--- src/i2c_engine_cfg.svh ---
`ifndef I2C_ENGINE_CFG_SVH
`define I2C_ENGINE_CFG_SVH

// Internal register addresses
`define REG_CLKDIV_ADDR   8'h02
`define REG_TIMEOUT_ADDR  8'h03
`define REG_STATUS_ADDR   8'h04
`define REG_OWNADDR_ADDR  8'h05
`define REG_XTO_ADDR      8'h09

// Reset values
`define CLKDIV_RESET      8'ha0
`define TIMEOUT_RESET     8'h00
`define OWNADDR_RESET     8'h00
`define XTO_RESET         8'h00
`define STATUS_RESET      8'h00

// Field positions
`define TO_EN_BIT         0
`define TO_VAL_MSB        7
`define TO_VAL_LSB        1
`define XTO_LOW_BIT       0
`define XTO_FREE_BIT      1

// Transaction result codes
`define ST_OK             8'hf0
`define ST_ADDR_NACK      8'hf1
`define ST_DATA_NACK      8'hf2
`define ST_BUSY           8'hf3
`define ST_TIMEOUT        8'hf8
`define ST_SCL_LOW        8'hfa
`define ST_NOT_FREE       8'hfb

// Timing
`define CLK_PERIOD_NS     20
`define SCL_MAX_KHZ       400
`define SCL_DIV_KHZ       2000
`define SCL_DIV_MIN       ((`SCL_DIV_KHZ + `SCL_MAX_KHZ - 1) / `SCL_MAX_KHZ)
`define SCL_UNIT_NS       (1000000 / `SCL_DIV_KHZ)
`define SCL_UNIT_CYC      (`SCL_UNIT_NS / `CLK_PERIOD_NS)
`define TO_TICK_NS        7812500
`define TO_TICK_CYC       (`TO_TICK_NS / `CLK_PERIOD_NS)
`define TO_ACC_LIMIT      16'h4000
`define SCL_LOW_TO_MS     25
`define SCL_LOW_TO_CYC    (`SCL_LOW_TO_MS * 1000000 / `CLK_PERIOD_NS)
`define BUS_FREE_US       50
`define BUS_FREE_CYC      ((`BUS_FREE_US * 1000 + `CLK_PERIOD_NS - 1) / `CLK_PERIOD_NS)

// Transmit buffer
`define FIFO_WIDTH        8
`define FIFO_DEPTH        32

`endif

--- src/i2c_engine_pkg.sv ---
package i2c_engine_pkg;

	typedef enum logic [2:0] {
		M_IDLE  = 3'h0,
		M_FREE  = 3'h1,
		M_START = 3'h2,
		M_XFER  = 3'h3,
		M_STOP  = 3'h4,
		M_DONE  = 3'h5
	} master_state_t;

	typedef enum logic [1:0] {
		S_IDLE   = 2'h0,
		S_ADDR   = 2'h1,
		S_ACK    = 2'h2,
		S_IGNORE = 2'h3
	} slave_state_t;

endpackage

--- src/sync_fifo.sv ---
`timescale 1ns/1ps
module sync_fifo #(
	parameter int WIDTH = 8,
	parameter int DEPTH = 32
) (
	// Clock and reset
	input  wire logic             clock_i,
	input  wire logic             resetn_i,
	// Fill side
	input  wire logic [WIDTH-1:0] in_data_i,
	input  wire logic             in_valid_i,
	output      logic             in_ready_o,
	// Drain side
	output      logic [WIDTH-1:0] out_data_o,
	output      logic             out_valid_o,
	input  wire logic             out_ready_i
);
	localparam int              AW   = $clog2(DEPTH);
	localparam logic [AW:0]     FULL = DEPTH[AW:0];

	logic [WIDTH-1:0] mem [DEPTH];
	logic [AW-1:0]    wr_ptr;
	logic [AW-1:0]    next_wr_ptr;
	logic [AW-1:0]    rd_ptr;
	logic [AW-1:0]    next_rd_ptr;
	logic [AW:0]      count;
	logic [AW:0]      next_count;
	logic [WIDTH-1:0] next_out_data;
	logic             next_out_valid;
	logic             push;
	logic             pop;

	assign in_ready_o = (count != FULL);

	always_comb begin
		push           = in_valid_i && in_ready_o;
		pop            = (count != '0) && (!out_valid_o || out_ready_i);
		next_wr_ptr    = push ? wr_ptr + 1'b1 : wr_ptr;
		next_rd_ptr    = pop ? rd_ptr + 1'b1 : rd_ptr;
		next_count     = count + {{AW{1'b0}}, push} - {{AW{1'b0}}, pop};
		next_out_data  = pop ? mem[rd_ptr] : out_data_o;
		next_out_valid = pop || (out_valid_o && !out_ready_i);
	end

	always_ff @(posedge clock_i) begin
		if (push) begin
			mem[wr_ptr] <= in_data_i;
		end
	end

	always_ff @(posedge clock_i or negedge resetn_i) begin
		if (!resetn_i) begin
			wr_ptr      <= '0;
			rd_ptr      <= '0;
			count       <= '0;
			out_data_o  <= '0;
			out_valid_o <= 1'b0;
		end else begin
			wr_ptr      <= next_wr_ptr;
			rd_ptr      <= next_rd_ptr;
			count       <= next_count;
			out_data_o  <= next_out_data;
			out_valid_o <= next_out_valid;
		end
	end
endmodule // sync_fifo

--- src/i2c_master_engine.sv ---
`timescale 1ns/1ps
`include "i2c_engine_cfg.svh"
module i2c_master_engine #(
	parameter int TO_TICK_CYC_P  = `TO_TICK_CYC,
	parameter int SCL_LOW_CYC_P  = `SCL_LOW_TO_CYC,
	parameter int BUS_FREE_CYC_P = `BUS_FREE_CYC
) (
	// Clock and reset
	input  wire logic       clock_i,
	input  wire logic       resetn_i,
	// Internal register port
	input  wire logic [7:0] reg_addr_i,
	input  wire logic       reg_wr_i,
	input  wire logic [7:0] reg_wdata_i,
	input  wire logic       reg_rd_i,
	output      logic [7:0] reg_rdata_o,
	// Command port
	input  wire logic       spi_active_i,
	input  wire logic       cmd_valid_i,
	input  wire logic       cmd_read_i,
	input  wire logic [6:0] cmd_slave_i,
	input  wire logic [7:0] cmd_count_i,
	output      logic       cmd_taken_o,
	// Transmit data
	input  wire logic [7:0] tx_data_i,
	input  wire logic       tx_valid_i,
	output      logic       tx_ready_o,
	// Receive data
	output      logic [7:0] rx_data_o,
	output      logic       rx_valid_o,
	// Completion interrupt
	input  wire logic       int_clear_i,
	output      logic       int_n_o,
	// Bus pins
	input  wire logic       scl_i,
	output      logic       scl_o,
	output      logic       scl_oe_n_o,
	input  wire logic       sda_i,
	output      logic       sda_o,
	output      logic       sda_oe_n_o
);
	i2c_engine_pkg::master_state_t m_state, next_m_state;
	i2c_engine_pkg::slave_state_t  s_state, next_s_state;

	logic [7:0]  clk_div, next_clk_div, to_reg, next_to_reg, own_addr, next_own_addr;
	logic [7:0]  xto_reg, next_xto_reg, status, next_status, next_rdata, next_rx_data;
	logic        int_pending, next_int, next_rx_valid;
	logic [11:0] act_quarter, next_quarter, qcnt, next_qcnt;
	logic        act_to_en, next_to_en, act_free, next_free, act_low, next_low;
	logic [6:0]  act_to_val, next_to_val, cmd_slave, next_cmd_slave;
	logic        cmd_rd, next_cmd_rd, first_byte, next_first, retry, next_retry;
	logic [7:0]  bytes_left, next_left, remaining, shreg, next_shreg;
	logic [1:0]  phase, next_phase;
	logic [3:0]  bit_cnt, next_bit_cnt, s_cnt, next_s_cnt;
	logic        scl_drv, next_scl_drv, sda_drv, next_sda_drv, s_sda_drv, next_s_sda_drv;
	logic [23:0] presc, next_presc, low_cnt, next_low_cnt;
	logic [15:0] to_acc, next_to_acc;
	logic [11:0] free_cnt, next_free_cnt;
	logic [7:0]  s_shreg, next_s_shreg;
	logic        scl_q, sda_q, busy, tick, tx, hold, timeout_hit, low_hit;
	logic [7:0]  fifo_data;
	logic        fifo_valid, fifo_pop;

	function automatic logic bus_idle(input logic scl, input logic sda);
		bus_idle = scl && sda;
	endfunction

	// Quarter of an SCL period in clocks, divider clamped to the fastest legal rate
	function automatic logic [11:0] quarter_of(input logic [7:0] div);
		logic [7:0]  eff;
		logic [12:0] prod;
		eff  = (div < 8'(`SCL_DIV_MIN)) ? 8'(`SCL_DIV_MIN) : div;
		prod = {5'h00, eff} * 13'(`SCL_UNIT_CYC);
		quarter_of = 12'(prod >> 2);
	endfunction

	sync_fifo #(
		.WIDTH (`FIFO_WIDTH),
		.DEPTH (`FIFO_DEPTH)
	) tx_fifo (
		.clock_i     (clock_i),
		.resetn_i    (resetn_i),
		.in_data_i   (tx_data_i),
		.in_valid_i  (tx_valid_i),
		.in_ready_o  (tx_ready_o),
		.out_data_o  (fifo_data),
		.out_valid_o (fifo_valid),
		.out_ready_i (fifo_pop)
	);

	assign busy        = (m_state != i2c_engine_pkg::M_IDLE) && (m_state != i2c_engine_pkg::M_DONE);
	assign cmd_taken_o = cmd_valid_i && (m_state == i2c_engine_pkg::M_IDLE);
	assign int_n_o     = !int_pending;
	assign scl_o       = 1'b0;
	assign sda_o       = 1'b0;
	assign scl_oe_n_o  = !scl_drv;
	assign sda_oe_n_o  = !(sda_drv || s_sda_drv);

	// Register file
	always_comb begin
		next_clk_div  = clk_div;
		next_to_reg   = to_reg;
		next_own_addr = own_addr;
		next_xto_reg  = xto_reg;
		next_rdata    = reg_rdata_o;
		if (reg_wr_i) begin
			case (reg_addr_i)
				`REG_CLKDIV_ADDR:  next_clk_div  = reg_wdata_i;
				`REG_TIMEOUT_ADDR: next_to_reg   = reg_wdata_i;
				`REG_OWNADDR_ADDR: next_own_addr = reg_wdata_i;
				`REG_XTO_ADDR:     next_xto_reg  = reg_wdata_i;
				default: ;
			endcase
		end
		if (reg_rd_i) begin
			case (reg_addr_i)
				`REG_CLKDIV_ADDR:  next_rdata = clk_div;
				`REG_TIMEOUT_ADDR: next_rdata = to_reg;
				`REG_STATUS_ADDR:  next_rdata = status;
				`REG_OWNADDR_ADDR: next_rdata = own_addr;
				`REG_XTO_ADDR:     next_rdata = xto_reg;
				default:           next_rdata = 8'h00;
			endcase
		end
	end

	// Master engine
	always_comb begin
		next_m_state   = m_state;
		next_phase     = phase;
		next_qcnt      = qcnt;
		next_bit_cnt   = bit_cnt;
		next_shreg     = shreg;
		next_scl_drv   = scl_drv;
		next_sda_drv   = sda_drv;
		next_first     = first_byte;
		next_left      = bytes_left;
		next_retry     = retry;
		next_status    = status;
		next_int       = int_pending && !int_clear_i;
		next_cmd_rd    = cmd_rd;
		next_cmd_slave = cmd_slave;
		next_quarter   = act_quarter;
		next_to_en     = act_to_en;
		next_to_val    = act_to_val;
		next_free      = act_free;
		next_low       = act_low;
		next_presc     = presc;
		next_to_acc    = to_acc;
		next_low_cnt   = low_cnt;
		next_free_cnt  = free_cnt;
		next_rx_data   = rx_data_o;
		next_rx_valid  = 1'b0;
		fifo_pop       = 1'b0;
		tick           = 1'b0;
		hold           = 1'b0;
		remaining      = bytes_left;
		tx             = first_byte || !cmd_rd;
		// Quarter-bit timebase; slave stretching holds the high phase
		if (busy && !spi_active_i) begin
			if (phase == 2'd3 && !scl_i) begin
				next_qcnt = '0;
			end else if (qcnt >= act_quarter - 12'h001) begin
				next_qcnt = '0;
				tick      = 1'b1;
			end else begin
				next_qcnt = qcnt + 12'h001;
			end
		end
		if (busy) begin
			if (presc >= 24'(TO_TICK_CYC_P - 1)) begin
				next_presc  = '0;
				next_to_acc = to_acc + {9'h000, act_to_val};
			end else begin
				next_presc = presc + 24'h000001;
			end
			next_low_cnt = scl_i ? '0 : low_cnt + 24'h000001;
		end
		timeout_hit = act_to_en && (to_acc >= `TO_ACC_LIMIT);
		low_hit     = act_low && (low_cnt >= 24'(SCL_LOW_CYC_P));
		if (busy && (timeout_hit || low_hit)) begin
			next_status  = timeout_hit ? `ST_TIMEOUT : `ST_SCL_LOW;
			next_scl_drv = 1'b0;
			next_sda_drv = 1'b0;
			next_retry   = 1'b0;
			next_m_state = i2c_engine_pkg::M_DONE;
		end else begin
			unique case (m_state)
				i2c_engine_pkg::M_IDLE: begin
					if (cmd_valid_i) begin
						next_cmd_rd    = cmd_read_i;
						next_cmd_slave = cmd_slave_i;
						next_left      = cmd_count_i;
						next_quarter   = quarter_of(clk_div);
						next_to_en     = to_reg[`TO_EN_BIT];
						next_to_val    = to_reg[`TO_VAL_MSB:`TO_VAL_LSB];
						next_free      = xto_reg[`XTO_FREE_BIT];
						next_low       = xto_reg[`XTO_LOW_BIT];
						next_presc     = '0;
						next_to_acc    = '0;
						next_low_cnt   = '0;
						next_retry     = 1'b0;
						next_status    = `ST_BUSY;
						next_free_cnt  = '0;
						next_m_state   = i2c_engine_pkg::M_FREE;
					end
				end
				i2c_engine_pkg::M_FREE: begin
					next_phase = 2'd0;
					next_qcnt  = '0;
					if (act_free) begin
						next_free_cnt = bus_idle(scl_i, sda_i) ? free_cnt + 12'h001 : '0;
						if (free_cnt >= 12'(BUS_FREE_CYC_P - 1) && bus_idle(scl_i, sda_i)) begin
							next_m_state = i2c_engine_pkg::M_START;
						end
					end else if (bus_idle(scl_i, sda_i)) begin
						next_m_state = i2c_engine_pkg::M_START;
					end else begin
						next_status  = `ST_NOT_FREE;
						next_m_state = i2c_engine_pkg::M_DONE;
					end
				end
				i2c_engine_pkg::M_START: begin
					if (tick) begin
						next_phase = phase + 2'd1;
						if (phase == 2'd1) begin
							next_sda_drv = 1'b1;
						end
						if (phase == 2'd3) begin
							next_scl_drv = 1'b1;
							next_shreg   = {cmd_slave, cmd_rd};
							next_bit_cnt = 4'h0;
							next_first   = 1'b1;
							next_m_state = i2c_engine_pkg::M_XFER;
						end
					end
				end
				i2c_engine_pkg::M_XFER: begin
					if (tick) begin
						unique case (phase)
							2'd0: next_sda_drv = (bit_cnt == 4'h8) ? (!tx && bytes_left != 8'h01)
							                                       : (tx && !shreg[7]);
							2'd1: ;
							2'd2: next_scl_drv = 1'b0;
							2'd3: begin
								next_scl_drv = 1'b1;
								if (bit_cnt != 4'h8) begin
									next_shreg   = {shreg[6:0], sda_i};
									next_bit_cnt = bit_cnt + 4'h1;
								end else if (tx && sda_i) begin
									next_bit_cnt = 4'h0;
									next_retry   = first_byte && act_to_en;
									if (!(first_byte && act_to_en)) begin
										next_status = first_byte ? `ST_ADDR_NACK : `ST_DATA_NACK;
									end
									next_m_state = i2c_engine_pkg::M_STOP;
								end else begin
									remaining = first_byte ? bytes_left : bytes_left - 8'h01;
									if (remaining != 8'h00 && !cmd_rd && !fifo_valid) begin
										hold         = 1'b1;
										next_scl_drv = 1'b0;
									end else begin
										next_bit_cnt = 4'h0;
										next_left    = remaining;
										next_first   = 1'b0;
										if (!tx) begin
											next_rx_data  = shreg;
											next_rx_valid = 1'b1;
										end
										if (remaining == 8'h00) begin
											next_status  = `ST_OK;
											next_m_state = i2c_engine_pkg::M_STOP;
										end else if (!cmd_rd) begin
											next_shreg = fifo_data;
											fifo_pop   = 1'b1;
										end
									end
								end
							end
						endcase
						next_phase = hold ? phase : phase + 2'd1;
					end
				end
				i2c_engine_pkg::M_STOP: begin
					if (tick) begin
						next_phase = phase + 2'd1;
						unique case (phase)
							2'd0: next_sda_drv = 1'b1;
							2'd1: ;
							2'd2: next_scl_drv = 1'b0;
							2'd3: begin
								next_sda_drv  = 1'b0;
								next_retry    = 1'b0;
								next_free_cnt = '0;
								next_m_state  = retry ? i2c_engine_pkg::M_FREE : i2c_engine_pkg::M_DONE;
							end
						endcase
					end
				end
				i2c_engine_pkg::M_DONE: begin
					next_int     = 1'b1;
					next_scl_drv = 1'b0;
					next_sda_drv = 1'b0;
					next_m_state = i2c_engine_pkg::M_IDLE;
				end
				default: next_m_state = i2c_engine_pkg::M_IDLE;
			endcase
		end
	end

	// Own-address slave responder
	always_comb begin
		next_s_state   = s_state;
		next_s_cnt     = s_cnt;
		next_s_shreg   = s_shreg;
		next_s_sda_drv = s_sda_drv;
		if (m_state != i2c_engine_pkg::M_IDLE) begin
			next_s_state   = i2c_engine_pkg::S_IDLE;
			next_s_sda_drv = 1'b0;
		end else if (scl_q && scl_i && sda_q && !sda_i) begin
			next_s_state   = i2c_engine_pkg::S_ADDR;
			next_s_cnt     = 4'h0;
			next_s_sda_drv = 1'b0;
		end else if (scl_q && scl_i && !sda_q && sda_i) begin
			next_s_state   = i2c_engine_pkg::S_IDLE;
			next_s_sda_drv = 1'b0;
		end else begin
			unique case (s_state)
				i2c_engine_pkg::S_IDLE: ;
				i2c_engine_pkg::S_ADDR: begin
					if (!scl_q && scl_i && s_cnt != 4'h8) begin
						next_s_shreg = {s_shreg[6:0], sda_i};
						next_s_cnt   = s_cnt + 4'h1;
					end else if (scl_q && !scl_i && s_cnt == 4'h8) begin
						if (own_addr != 8'h00 && own_addr[7:1] == s_shreg[7:1]
						    && !spi_active_i) begin
							next_s_sda_drv = 1'b1;
							next_s_state   = i2c_engine_pkg::S_ACK;
						end else begin
							next_s_state = i2c_engine_pkg::S_IGNORE;
						end
					end
				end
				i2c_engine_pkg::S_ACK: begin
					if (scl_q && !scl_i) begin
						next_s_sda_drv = 1'b0;
						next_s_state   = i2c_engine_pkg::S_IGNORE;
					end
				end
				i2c_engine_pkg::S_IGNORE: ;
			endcase
		end
	end

	always_ff @(posedge clock_i or negedge resetn_i) begin
		if (!resetn_i) begin
			clk_div     <= `CLKDIV_RESET;
			to_reg      <= `TIMEOUT_RESET;
			own_addr    <= `OWNADDR_RESET;
			xto_reg     <= `XTO_RESET;
			reg_rdata_o <= 8'h00;
			m_state     <= i2c_engine_pkg::M_IDLE;
			phase       <= 2'd0;
			qcnt        <= '0;
			bit_cnt     <= 4'h0;
			shreg       <= 8'h00;
			scl_drv     <= 1'b0;
			sda_drv     <= 1'b0;
			first_byte  <= 1'b0;
			bytes_left  <= 8'h00;
			retry       <= 1'b0;
			status      <= `STATUS_RESET;
			int_pending <= 1'b0;
			cmd_rd      <= 1'b0;
			cmd_slave   <= 7'h00;
			act_quarter <= 12'h001;
			act_to_en   <= 1'b0;
			act_to_val  <= 7'h00;
			act_free    <= 1'b0;
			act_low     <= 1'b0;
			presc       <= '0;
			to_acc      <= '0;
			low_cnt     <= '0;
			free_cnt    <= '0;
			rx_data_o   <= 8'h00;
			rx_valid_o  <= 1'b0;
			s_state     <= i2c_engine_pkg::S_IDLE;
			s_cnt       <= 4'h0;
			s_shreg     <= 8'h00;
			s_sda_drv   <= 1'b0;
			scl_q       <= 1'b1;
			sda_q       <= 1'b1;
		end else begin
			clk_div     <= next_clk_div;
			to_reg      <= next_to_reg;
			own_addr    <= next_own_addr;
			xto_reg     <= next_xto_reg;
			reg_rdata_o <= next_rdata;
			m_state     <= next_m_state;
			phase       <= next_phase;
			qcnt        <= next_qcnt;
			bit_cnt     <= next_bit_cnt;
			shreg       <= next_shreg;
			scl_drv     <= next_scl_drv;
			sda_drv     <= next_sda_drv;
			first_byte  <= next_first;
			bytes_left  <= next_left;
			retry       <= next_retry;
			status      <= next_status;
			int_pending <= next_int;
			cmd_rd      <= next_cmd_rd;
			cmd_slave   <= next_cmd_slave;
			act_quarter <= next_quarter;
			act_to_en   <= next_to_en;
			act_to_val  <= next_to_val;
			act_free    <= next_free;
			act_low     <= next_low;
			presc       <= next_presc;
			to_acc      <= next_to_acc;
			low_cnt     <= next_low_cnt;
			free_cnt    <= next_free_cnt;
			rx_data_o   <= next_rx_data;
			rx_valid_o  <= next_rx_valid;
			s_state     <= next_s_state;
			s_cnt       <= next_s_cnt;
			s_shreg     <= next_s_shreg;
			s_sda_drv   <= next_s_sda_drv;
			scl_q       <= scl_i;
			sda_q       <= sda_i;
		end
	end
endmodule // i2c_master_engine

--- config.mk ---
export PLATFORM = sky130hd
export DESIGN_NAME = i2c_master_engine
export DESIGN_NICKNAME = d
export VERILOG_FILES = /design/src/i2c_engine_pkg.sv /design/src/sync_fifo.sv /design/src/i2c_master_engine.sv
export VERILOG_INCLUDE_DIRS = /design/src
export SDC_FILE = /design/constraint.sdc
export NUM_CORES = 1
export LEC_CHECK = 0
export BUFFER_PORTS_ARGS = -buffer_cell sky130_fd_sc_hd__buf_2
export CAP_MARGIN = 20
export CORE_MARGIN = 2
export CORE_UTILIZATION = 40
export DETAILED_ROUTE_END_ITERATION = 7
export PLACE_DENSITY = 0.52
export REMOVE_ABC_BUFFERS = 1
export SYNTH_ARGS = -nofsm -noshare
export SYNTH_HDL_FRONTEND = slang
export SYNTH_SLANG_ARGS = --single-unit
--- constraint.sdc ---
create_clock -name clock_i -period 8.7 [get_ports clock_i]
set_clock_uncertainty 0.15 [all_clocks]
set_input_delay 1.74 -clock clock_i [delete_from_list [all_inputs] [get_ports clock_i]]
set_output_delay 1.74 -clock clock_i [all_outputs]
set_load 0.05 [all_outputs]
## After elaboration in Yosys (flattened, before gate mapping)

Memories as Yosys holds them, arrays and structs flattened. A register that Yosys moved wholly into a read port is not among the register bits.
Index checks and enable logic that the tools add are counted.

| operators by class | value |
|---|---|
| $add $sub $neg | 14 |
| $mul | 1 |
| $lt $le $gt $ge | 6 |
| equal/unequal tests | 66 |
| multiplexer cells | 175 |
| bitwise operators | 8 |
| reduce and logical (&&, ||, !) cells | 89 |

Operators by type and width:

| operator | count |
|---|---|
| $mux 24 | 10 |
| $mux 8 | 28 |
| $mux 12 | 10 |
| $mux 16 | 5 |
| $mux 1 | 68 |
| $ne 3x3->1 const B | 17 |
| $add 24x1->24 const B | 2 |
| $mux 3 | 16 |
| $mux 4 | 11 |
| $pmux 8 s5 | 1 |
| $pmux 12 s3 | 1 |
| $ne 4x4->1 const B | 8 |
| $pmux 8 s2 | 2 |
| $logic_and 1x1->1 | 30 |
| $ne 2x2->1 const B | 13 |
| $add 12x1->12 const B | 2 |
| $ge 24x19->1 const B | 1 |
| $ge 24x21->1 const B | 1 |
| $pmux 8 s3 | 1 |
| $reduce_and 8->1 | 3 |
| $mux 2 | 11 |
| $reduce_and 7->1 | 3 |
| $ne 5x5->1 const B | 4 |
| $reduce_and 10->1 | 2 |
| 55 further kinds | 109 |

| storage, ports and cells | value |
|---|---|
| bits in registers | 238 |
| memory bits (writable) | 256 |
| input bits | 50 |
| output and inout bits | 24 |
| logic and storage cells | 400 |
| memories | 1 |

Memories:

| memory | words | bits a word | rd ports | clocked after Yosys merged registers in | wr ports | line | text |
|---|---|---|---|---|---|---|---|
| tx_fifo.mem | 32 | 8 | 1 | 1 | 1 | sync_fifo.sv:21 | `logic [WIDTH-1:0] mem [DEPTH];` |

## Logic depth before layout (Yosys ltp)

Gate-level depths: netlist (run 1).

| logic depth | value |
|---|---|
| depth in word-level cells | 15 |
| gate-level depth with buffers | 24 |
| gate-level depth less buffers | 24 |

## Hierarchy

From an unflattened synthesis (run 1), not the netlist that was laid out.

| second synthesis, totals | value |
|---|---|
| cells, all modules | 1904 |
| area, all modules | 23590.1 µm² |

Modules (own cells, without submodules):

| module | instances | cells an instance | area each (µm²) | sequential area each (µm²) |
|---|---|---|---|---|
| i2c_master_engine | 1 | 1306 | 12338.1 | 5436.5 |
| sync_fifo | 1 | 598 | 11252.0 | 8313.0 |

## Worst setup path before layout (run 1)

Ideal clock, no wire load.

| timing | value |
|---|---|
| path type | register to register |
| start | register act_quarter[5] |
| end | register tx_fifo.count[4] |
| setup time | 122 ps |
| arrival time | 4506 ps |
| required time | 8428 ps |
| slack | 3922 ps |
| cell stages (with the launch flop) | 23 |
| path buffers | 0 |
| period minus slack after synthesis | 4778 ps |
| cells stage by stage | dfrtp_1 or4_1 or3_1 nor4_1 xnor2_1 ha_1 nand4_1 o31a_1 a221oi_1 o2111ai_1 o31ai_1 nand2_1 inv_1 ha_1 inv_1 ha_1 inv_1 fa_1 inv_1 a21oi_1 nor2_1 nor2_1 xnor2_1 |

| between the ends | value |
|---|---|
| longest elaborated chain between the ends | 11 |

Ends and longest elaborated chain:

| what | line | text |
|---|---|---|
| start: declaration | i2c_master_engine.sv:48 | `logic [11:0] act_quarter, next_quarter, qcnt, next_qcnt;` |
| start signal: assignment | i2c_master_engine.sv:413 | `act_quarter <= next_quarter;` |
| $sub 11x1->12 | i2c_master_engine.sv:163 | `end else if (qcnt >= act_quarter - 12'h001) begin` |
| $ge 12x12->1 | i2c_master_engine.sv:163 |  |
| $mux 1 | i2c_master_engine.sv:163 |  |
| $mux 1 | i2c_master_engine.sv:161 | `if (phase == 2'd3 && !scl_i) begin` |
| $mux 1 | i2c_master_engine.sv:160 | `if (busy && !spi_active_i) begin` |
| $mux 1 | i2c_master_engine.sv:239 | `if (tick) begin` |
| $mux 1 | i2c_master_engine.sv:188 | `unique case (m_state)` |
| $mux 1 | i2c_master_engine.sv:181 | `if (busy && (timeout_hit \|\| low_hit)) begin` |
| $logic_or 1x1->1 | sync_fifo.sv:37 | `pop = (count != '0) && (!out_valid_o \|\| out_ready_i);` |
| $logic_and 1x1->1 | sync_fifo.sv:37 |  |
| net tx_fifo.pop | sync_fifo.sv:31 | `logic pop;` |
| $sub 6x1->6 | sync_fifo.sv:40 | `next_count = count + {{AW{1'b0}}, push} - {{AW{1'b0}}, pop};` |
| net tx_fifo.next_count[4] | sync_fifo.sv:27 | `logic [AW:0] next_count;` |
| end signal: assignment | sync_fifo.sv:61 | `count <= next_count;` |
| end: declaration | sync_fifo.sv:26 | `logic [AW:0] count;` |

The timed path passes the listed nets, and every way through them passes these cells.
A chain may end at the register's enable or synchronous reset.

## Worst setup path after layout (run 1)

| timing | value |
|---|---|
| start | register act_quarter[5] |
| end | register tx_fifo.count[5] |

The elaborated chain is that of the path after synthesis.

==> results.yml, run 1 <==
outcome:
  status: "complete, no violations"
power:
  power_switching_mw: 1.77
  internal_power_mw: 4.50
  p_seq_share_pct: 46.4
  combPwrFrac_pct: 15.8
  power_leakage_nw: 10.6
  max-vdd-ir-drop_uv: 245
  clock_power_share_pct: 37.8
  power_density_nw_per_um2: 236
  swShare_pct: 28.2
synthesis:
  ys_ff_latch: 498
  ys_types: 81
  async_flop_share_pct: 48.6
  syn_avg_cell_area_sq_um: 12.8
  yosysWarnings: 0
  synth-seq-area-share_pct: 58.4
  synthCells: 1844
  ys_dominant_reg_cell: "edfxtp_1"
  synth_edf_count: 256
  synth_area_sq_um: 23600
layout:
  finish.net_count: 2041
  largest_reg_flops: 256
  area_delta_synth_final_pct: 12.7
  n_fill_cell: 5293
  layout_common_cells: "256 x edfxtp_1, 235 x dfrtp_1, 175 x nor2_1"
  top_regs: "tx_fifo.mem x256, low_cnt x24, presc x24"
  largest-register: "tx_fifo.mem"
  antenna_cells: 0
  mostFrequentLayoutCell: "edfxtp_1"
  drive_gt1_share_pct: 18.3
global_routing:
  grt_antenna_before_repair: 0
  grt_first_pass_wirelength_um: 87600
  grt_overflow: 0
  grt_max_degree: 165
  grt_use_total_pct: 18.6
  grt_pass1_vias: 14900
clocking:
  cts_tree: "built"
  numCtsBuffers: 55
  path_clk_slew_ns: 0.06
  cts.repair.resized: 0
  postCtsSetupBuffers: 0
  root_buffer: "clkbuf_16"
  clk_latency_ns: 0.65
  cts_hold_buf: 0
  cts_max_path_buffers: 3
  cts.sinks: 498
  htreeDepth: 2
placement:
  dp_slack_ns: 3.11
  place.gp.congestion: 0.850
  dp_hpwl_um: 36500
  io_buffer_count: 71
worst_setup_path:
  crit_fanout: 21
  crit_arrival_ns: 6.00
  required_ns: 9.07
  start_kind: "flip-flop"
  critPathCaptureType: "flip-flop"
  reg2regPathDepth: 21
  timing.rr.end: "tx_fifo.count[5]"
  crit-reg2reg-launch: "act_quarter[5]"
  worstSetupPathType: "flip-flop to flip-flop"
  r2r_setup_slack_ns: 3.07
timing:
  worstMarginPinSlew_ns: 1.02
  setup_viol: 0
  finalHoldViolCount: 0
  post-route-period-util_pct: 64.7
  fmax_mhz: 178
  drv_slew: 0
  rsz0062_at_grt: "no"
  max-slew-margin-rel_pct: 31.5
  setup_slack_ns: 3.07
  fin_setup_tns_ns: 0
  fin_crit_ns: 5.63
die:
  die_h_um: 247
  num_rows: 88
  pin_count: 74
  chipWidth_um: 247
  fp.coreArea_sq_um: 57900
  dieArea_sq_um: 60800
  start_util_pct: 40.7
detailed_routing:
  wl_per_cell_um: 20.4
  vias: 14800
  wl_um: 55500
  drc: 0
  firstDrtPassIters: 5
  vias_per_cell: 5.46
  route.antenna.remaining_nets: 0
  drt_iter0_drc: 1188
worst_hold_path:
  min_from: "cmd_slave[1]"
  hold_path_class: "flip-flop to flip-flop"
  whs_path_depth: 2
  hold_end: "cmd_slave[1]"
run:
  drv_cap: 0
[cells by family after synthesis]
kind of cell | share of synthesized area, %
simple gates | 11.5
flops | 58.4
compound gates | 7.68
mux | 11.8
buf+inv | 2.62
xor+xnor | 3.31
fa+ha+maj | 4.62
other cells | 0.0159
[worst max path at each step]
stage / startpoint / endpoint / slack [ns] / cells after the start
6_report: act_quarter[5] / tx_fifo.count[5] / 3.07 / 21
4_1_cts: act_quarter[3] / tx_fifo.count[4] / 3.03 / 23
3_3_place_gp: act_quarter[3] / tx_fifo.count[4] / 3.15 / 23
5_1_grt: act_quarter[3] / tx_fifo.count[5] / 2.55 / 21
2_1_floorplan: act_quarter[5] / tx_fifo.count[4] / 2.78 / 22
3_5_place_dp: act_quarter[3] / tx_fifo.count[4] / 3.11 / 23
[final cells by class]
cell class / count / area [sq um] / area share [%]
sequential: 498 / 13800 / 51.8
multi-input combinational: 1192 / 9200 / 34.7
clock buffer: 76 / 1570 / 5.90
tap: 765 / 957 / 3.61
timing repair buffer: 85 / 483 / 1.82
clock inverter: 27 / 303 / 1.14
inverter: 75 / 282 / 1.06
[worst max-delay path, cell delays in order, from the launching register on]
cell       delay, ns
dfrtp_1         0.40
or4_1           0.57
nor4_1          0.45
nand2_1         0.13
xor2_1          0.17
ha_1            0.30
nand4_1         0.15
o31a_1          0.34
a221oi_1        0.27
o2111ai_1       0.39
o31ai_2         0.33
buf_4           0.30
nand2_1         0.14
inv_1           0.11
ha_1            0.19
inv_1           0.05
ha_1            0.27
a21o_1          0.17
a21oi_1         0.20
o21bai_1        0.09
a21oi_1         0.18
xor2_1          0.16
[cell usage after synthesis (all sizes together), types with 5 or more instances]
cell | number | area, sq um
nor2b | 7 | 43.8
nand4 | 20 | 125
fa | 5 | 100
xor2 | 41 | 359
xnor2 | 48 | 420
or4 | 5 | 37.5
mux2i | 21 | 210
a211oi | 8 | 60.1
o2111ai | 6 | 52.6
or2 | 8 | 50.1
and4 | 5 | 43.8
nand3 | 44 | 220
o22ai | 9 | 56.3
mux4 | 80 | 1800
a31oi | 24 | 150
buf | 27 | 138
or3 | 10 | 67.6
nor2 | 177 | 667
and3 | 23 | 144
edfxtp | 256 | 7690
nor4 | 15 | 100
nand2 | 173 | 649
ha | 79 | 988
dfrtp | 237 | 5930
a21o | 14 | 105
o21ai | 77 | 385
and2 | 7 | 43.8
a21oi | 68 | 352
nand2b | 15 | 93.8
o211ai | 5 | 37.5
o31ai | 15 | 113
nor3 | 30 | 150
clkbuf | 53 | 199
inv | 72 | 270
mux2 | 69 | 777
a222oi | 7 | 70.1
nor4b | 9 | 100
dfstp | 5 | 131
[metrics by stage]
| stage | cells | utilization [%] | power (mW) | hold WS, ns | cell area (sq um) |
|---|---|---|---|---|---|
| finish | 2718 | 45.8 | 6.27 | 0.329 | 26500 |
| global route | 2718 | 45.8 | 6.60 | 0.348 | 26500 |
| CTS | 2718 | 45.8 | 6.35 | 0.326 | 26500 |
| detailed placement | 2615 | 42.6 | 3.95 | 0.318 | 24700 |
| global placement | 2615 | 42.6 | 3.93 | 0.314 | 24700 |
| floorplan | 1765 | - | 3.61 | 0.288 | 23200 |
[metal layers]
layer	share of wire, %	vias to the layer above	GRT usage, %
li1	-	6959	-
met1	46	7519	26.5
met2	47	272	29.8
met3	3.8	92	2.32
met4	2.7	0	5.85
met5	0	-	0
[power groups by stage]
| stage | logic (mW) | registers [mW] | clock network (mW) |
|---|---|---|---|
| after floorplan | 0.717 | 2.89 | 0 |
| after global placement | 0.980 | 2.95 | 0 |
| after detailed placement | 0.993 | 2.96 | 0 |
| after CTS | 1.00 | 2.91 | 2.43 |
| after global routing | 1.13 | 2.94 | 2.53 |
| final | 0.988 | 2.91 | 2.37 |
Note: power is estimated with default switching activity, not from simulation.
==> inputs of run 2 (changes only) <==
==> constraint.sdc (replaced) <==
create_clock -name clock_i -period 5.2 [get_ports clock_i]
set_clock_uncertainty 0.15 [all_clocks]
set_input_delay 1.04 -clock clock_i [delete_from_list [all_inputs] [get_ports clock_i]]
set_output_delay 1.04 -clock clock_i [all_outputs]
set_load 0.05 [all_outputs]
==> run 2 against run 1 <==
Compared with the run above: sequential cell count is the same; power is 72% higher; first-iteration DRC count decreased by 8.8%; global-route usage is 0.23 points higher; die area unchanged; final area increased by 1.0%; final cell count rose by 0.48%; via count rose by 0.35%; utilization increased by 0.46 points; fmax grew 16%; wire length increased by 1.3%; sequential power rose by 67%; critical endpoint is now tx_fifo.count[4]; largest cell class unchanged.
==> results.yml, run 2 (synthesized netlist as in run 1, its figures left out) <==
run:
  drv_cap: 0
die:
  chipWidth_um: 247
  die_h_um: 247
  fp.coreArea_sq_um: 57900
  start_util_pct: 40.7
  num_rows: 88
  dieArea_sq_um: 60800
  pin_count: 74
global_routing:
  grt_overflow: 0
  grt_use_total_pct: 18.9
  grt_max_degree: 122
  grt_antenna_before_repair: 0
  grt_first_pass_wirelength_um: 88300
  grt_pass1_vias: 15000
clocking:
  root_buffer: "clkbuf_16"
  htreeDepth: 2
  path_clk_slew_ns: 0.06
  postCtsSetupBuffers: 0
  cts_tree: "built"
  clk_latency_ns: 0.63
  cts.sinks: 498
  cts_max_path_buffers: 3
  numCtsBuffers: 55
layout:
  area_delta_synth_final_pct: 13.9
  drive_gt1_share_pct: 19.3
  mostFrequentLayoutCell: "edfxtp_1"
  largest_reg_flops: 256
  finish.net_count: 2055
  layout_common_cells: "256 x edfxtp_1, 235 x dfrtp_1, 175 x nor2_1"
  postLayoutCoreUtil_pct: 46.3
  largest-register: "tx_fifo.mem"
  top_regs: "tx_fifo.mem x256, low_cnt x24, presc x24"
power:
  max-vdd-ir-drop_uv: 305
  power_density_nw_per_um2: 403
  power_leakage_nw: 10.7
worst_setup_path:
  required_ns: 5.57
  r2r_setup_slack_ns: 0.35
  path_cells: "or4_4 -> or3_4 -> nor4_2 -> xnor2_1 -> ha_1 -> nand4_1 -> o31a_1 -> a221oi_2 -> o2111ai_1 -> buf_4 -> o31ai_4 -> nand2_1 -> inv_1 -> ha_1 -> inv_1 -> ha_1 -> inv_1 -> fa_1 -> inv_1 -> a21oi_1 -> nor2_1 -> nor2_1 -> xnor2_1"
  cp-endpoint: "tx_fifo.count[4]"
  critPathLaunch: "act_quarter[5]"
  slowest_delay_ns: 0.56
  start_kind: "flip-flop"
  crit_arrival_ns: 5.22
  reg2regPathDepth: 23
  crit_fanout: 3
  crit-reg2reg-launch: "act_quarter[5]"
  worstSetupPathType: "flip-flop to flip-flop"
  cp_slowest_cell: "or4_4"
  timing.rr.end: "tx_fifo.count[4]"
  critPathCaptureType: "flip-flop"
  cpMostUsedCell: "inv_1"
timing:
  worstMarginPinSlew_ns: 0.997
  fin_setup_tns_ns: 0
  hold_ws_ns: 0.325
  fmax_mhz: 206
  post-route-period-util_pct: 93.2
  fin_crit_ns: 4.85
  finalHoldViolCount: 0
  rsz0062_at_grt: "yes"
  setup_viol: 0
  drv_slew: 0
  setup_slack_ns: 0.353
  max-slew-margin-rel_pct: 33.4
placement:
  dp_slack_ns: 0.0585
  io_buffer_count: 71
  dp_hpwl_um: 37300
  place.gp.congestion: 0.872
detailed_routing:
  wl_per_cell_um: 20.6
  vias_per_cell: 5.45
  route.antenna.remaining_nets: 0
  vias: 14900
  drt_iter0_drc: 1084
  firstDrtPassIters: 5
  drc: 0
  wl_um: 56200
outcome:
  status: "complete, no violations"
worst_hold_path:
  hold_path_class: "flip-flop to flip-flop"
run 2: cell count changes in the layout (fill, tap and decap cells not counted), sizes merged:
cell	previous run	this run
clkinvlp	3	0
buf	85	99
bufinv	4	11
diode	0	1
clkinv	21	19
clkbuf	76	72
run 2: worst max-delay path, delay by kind of cell, from the launching register on:
kind / cells / cell delay [ns]
xor gates and xnor gates: 2 / 0.21
AOI/OAI and AO/OA: 5 / 0.98
DFF: 1 / 0.37
adders and majority gates: 4 / 1.05
and+or+nand+nor: 7 / 1.49
buffers and inverters: 5 / 0.46
run 2: worst min path at each step:
stage | from | endpoint | slack, ns | cells past startpoint
floorplan | s_cnt[3] | s_cnt[3] | 0.29 | 1
global placement | s_cnt[3] | s_cnt[3] | 0.32 | 1
detailed placement | s_cnt[3] | s_cnt[3] | 0.31 | 1
CTS | s_cnt[3] | s_cnt[3] | 0.32 | 1
global route | s_cnt[3] | s_cnt[3] | 0.35 | 1
finish | s_cnt[3] | s_cnt[3] | 0.33 | 1
run 2: metrics by stage:
step / power [mW] / instances / area (sq um)
6_report: 10.8 / 2731 / 26800
3_3_place_gp: 6.59 / 2629 / 24800
2_1_floorplan: 6.04 / 1765 / 23200
4_1_cts: 10.9 / 2730 / 26800
5_1_grt: 11.3 / 2730 / 26800
3_5_place_dp: 6.63 / 2629 / 24800
run 2: report_power, final:
part | internal [mW] | leakage (nW) | switching, mW | total [mW]
sequential | 4.55 | 5.48 | 0.319 | 4.87
combinational | 0.692 | 4.27 | 1.01 | 1.71
clock | 2.56 | 0.964 | 1.66 | 4.22
total | 7.80 | 10.7 | 2.99 | 10.8
run 2: cell type report:
cell class,instances,area [sq um]
Antenna cell,1,2.50
Clock buffer,72,1480
Clock inverter,29,484
Fill cell,5264,31100
Inverter,75,282
Multi-Input combinational cell,1192,9240
Sequential cell,498,13800
Tap cell,765,957
Timing Repair Buffer,99,613
run 2: routing by layer:
layer  part of all wire (%)  GRT usage, %  up-vias
met2                     49          31.1      297
met5                      0             0        -
met4                    2.0          5.03        0
met3                    3.9          2.73       71
met1                     46          26.2     7546
li1                       -             -     6980
run 2: repair_timing:
action                                  in CTS  in global routing
hold buffers                                 0                  0
gates resized for setup                      0                  7
endpoints found under the setup margin       0                  4
==> inputs of run 3 (changes only) <==
--- a/config.mk
+++ b/config.mk
@@ -9,9 +9,9 @@
 export BUFFER_PORTS_ARGS = -buffer_cell sky130_fd_sc_hd__buf_2
 export CAP_MARGIN = 20
 export CORE_MARGIN = 2
-export CORE_UTILIZATION = 40
+export CORE_UTILIZATION = 62
 export DETAILED_ROUTE_END_ITERATION = 7
-export PLACE_DENSITY = 0.52
+export PLACE_DENSITY = 0.77
 export REMOVE_ABC_BUFFERS = 1
 export SYNTH_ARGS = -nofsm -noshare
 export SYNTH_HDL_FRONTEND = slang
==> run 3 against run 2 <==
Compared with the run above: sequential power is essentially flat; hold slack gained 0.0031 ns; via count grew 3.1%; sequential cell count is the same; wire length shrank 4.0%; critical path type unchanged; critical path depth is the same; register-to-register slack lost 0.09 ns; fmax shrank 1.8%; final area shrank 1.8%.
==> results.yml, run 3 (synthesized netlist as in run 1, its figures left out) <==
outcome:
  status: "complete, no violations"
layout:
  antenna_cells: 0
  postLayoutCoreUtil_pct: 70.1
  area_delta_synth_final_pct: 11.8
  mostFrequentLayoutCell: "edfxtp_1"
  finish.net_count: 2055
  top_regs: "tx_fifo.mem x256, low_cnt x24, presc x24"
  n_fill_cell: 2514
  fin_area_sq_um: 26300
  seq_area_sq_um: 13800
  largest_reg_flops: 256
  layout_common_cells: "256 x edfxtp_1, 235 x dfrtp_1, 175 x nor2_1"
  multi_input_area_sq_um: 9300
  drive_gt1_share_pct: 19.8
  largest-register: "tx_fifo.mem"
clocking:
  numCtsBuffers: 50
  cts_max_path_buffers: 3
  cts_tree: "built"
  htreeDepth: 2
  cts.sinks: 498
  cts_hold_buf: 0
  root_buffer: "clkbuf_16"
  clk_latency_ns: 0.61
  path_clk_slew_ns: 0.06
placement:
  io_buffer_count: 71
  placed_area_sq_um: 24500
  place.gp.congestion: 0.900
  dp_hpwl_um: 34700
  dp_slack_ns: -0.0315
power:
  internal_power_mw: 7.46
  power_leakage_nw: 10.6
  combPwrFrac_pct: 17.3
  swShare_pct: 28.4
  power_switching_mw: 2.96
  p_seq_share_pct: 46.9
  max-vdd-ir-drop_uv: 301
  power_density_nw_per_um2: 396
  clock_power_share_pct: 35.9
global_routing:
  met3_usage_pct: 4.98
  grt_first_pass_wirelength_um: 85400
  grt_antenna_before_repair: 0
  grt.met2_usage_pct: 47.8
  grt_util_met1_pct: 36.5
  grt_use_total_pct: 28.2
  grt_pass1_vias: 15600
  grt_max_degree: 112
  grt.busiest_layer: "met2"
  grt_overflow: 0
timing:
  setup_slack_ns: 0.262
  post-route-period-util_pct: 95.0
  drv_slew: 0
  finalHoldViolCount: 0
  fin_crit_ns: 4.94
  fmax_mhz: 203
  worstMarginPinSlew_ns: 1.04
  max-slew-margin-rel_pct: 30.5
  setup_viol: 0
detailed_routing:
  vias_per_cell: 6.21
  route.antenna.remaining_nets: 0
  wl_um: 53900
  firstDrtPassIters: 5
  drt_iter0_drc: 1303
  wl_per_cell_um: 21.8
  drc: 0
  vias: 15300
worst_setup_path:
  timing.rr.end: "tx_fifo.count[5]"
  crit-reg2reg-launch: "act_quarter[4]"
  cp_slowest_cell: "or4_4"
  required_ns: 5.58
  critPathCaptureType: "flip-flop"
  slowest_delay_ns: 0.55
  path_cells: "or4_4 -> or3_4 -> nor4_4 -> xnor2_1 -> ha_1 -> nand4_1 -> buf_4 -> nor2_1 -> or3_4 -> o2111ai_1 -> buf_4 -> o31ai_4 -> nand2_2 -> inv_2 -> ha_4 -> inv_2 -> ha_4 -> buf_4 -> a21o_1 -> a21oi_2 -> o21bai_1 -> a21oi_2 -> xor2_1"
  crit_fanout: 3
  cpMostUsedCell: "buf_4"
  worstSetupPathType: "flip-flop to flip-flop"
  crit_arrival_ns: 5.32
  reg2regPathDepth: 23
  start_kind: "flip-flop"
  r2r_setup_slack_ns: 0.26
worst_hold_path:
  hold_path_class: "input port to async pin"
die:
  fp.coreArea_sq_um: 37600
  start_util_pct: 62.7
  die_h_um: 199
  dieArea_sq_um: 39600
  pin_count: 74
  num_rows: 71
  chipWidth_um: 199
run:
  drv_cap: 0
[run 3: changes by cell type in the layout (fill, tap and decap cells not counted), moves of 3 or more]
cell | previous run | this run
clkbuf_16 | 55 | 51
inv_2 | 1 | 4
clkinv_4 | 0 | 3
inv_1 | 72 | 68
buf_4 | 25 | 32
clkinv_2 | 13 | 9
bufinv_16 | 11 | 6
clkbuf_1 | 13 | 5
clkinv_1 | 3 | 9
clkinvlp_4 | 0 | 6
[run 3: power groups by stage]
stage / Combinational [mW] / Clock (mW) / Sequential, mW
final: 1.80 / 3.74 / 4.88
after global routing: 2.01 / 3.95 / 4.92
after CTS: 1.69 / 3.80 / 4.87
after detailed placement: 1.67 / 0 / 4.94
after global placement: 1.60 / 0 / 4.91
after floorplan: 1.20 / 0 / 4.84
[run 3: metrics by stage]
step | hold WS (ns) | total power, mW | std cells | TNS, ns
floorplan | 0.288 | 6.04 | 1765 | -2.93
finish | 0.328 | 10.4 | 2473 | 0
global placement | 0.315 | 6.52 | 2374 | 0
CTS | 0.330 | 10.4 | 2467 | 0
detailed placement | 0.322 | 6.60 | 2374 | -0.0511
global route | 0.347 | 10.9 | 2473 | -0.0113
[run 3: worst max-delay path, delay by kind of cell (launching register included)]
| kind | cells | cell delay [ns] |
|---|---|---|
| flip-flops | 1 | 0.39 |
| AO/OA/AOI/OAI | 6 | 0.86 |
| buffers and inverters | 5 | 0.57 |
| AND/OR/NAND/NOR | 7 | 1.91 |
| adder cells (fa/ha/maj) | 3 | 0.73 |
| XOR/XNOR | 2 | 0.28 |
[run 3: what timing repair did]
action	4_1_cts	5_1_grt
setup buffers	0	6
setup endpoints to repair	2	4
cloned	0	0
resized for setup	1	21
pin swaps	0	18
[run 3: worst max-delay path by stage]
stage,slack (ns),endpoint,startpoint,cells after the start
global placement,0.19,tx_fifo.count[4],act_quarter[5],23
detailed placement,-0.03,tx_fifo.count[5],act_quarter[5],21
CTS,0.04,tx_fifo.count[5],act_quarter[5],21
global route,-0.008,tx_fifo.count[4],act_quarter[4],23
finish,0.26,tx_fifo.count[5],act_quarter[4],23
floorplan,-0.72,tx_fifo.count[4],act_quarter[5],22
[run 3: cell type report]
cell class | instances | area share [%]
tap | 511 | 2.43
clock inverter | 33 | 1.47
sequential | 498 | 52.2
inverter | 75 | 1.07
clock buffer | 60 | 5.13
timing repair buffer | 104 | 2.38
multi-input combinational | 1192 | 35.3
[run 3: layer usage]
| metal | vias to the layer above | share of wire [%] |
|---|---|---|
| li1 | 6976 | - |
| met1 | 7739 | 40 |
| met2 | 521 | 51 |
| met3 | 113 | 5.7 |
| met4 | 0 | 3.3 |
| met5 | - | 0 |
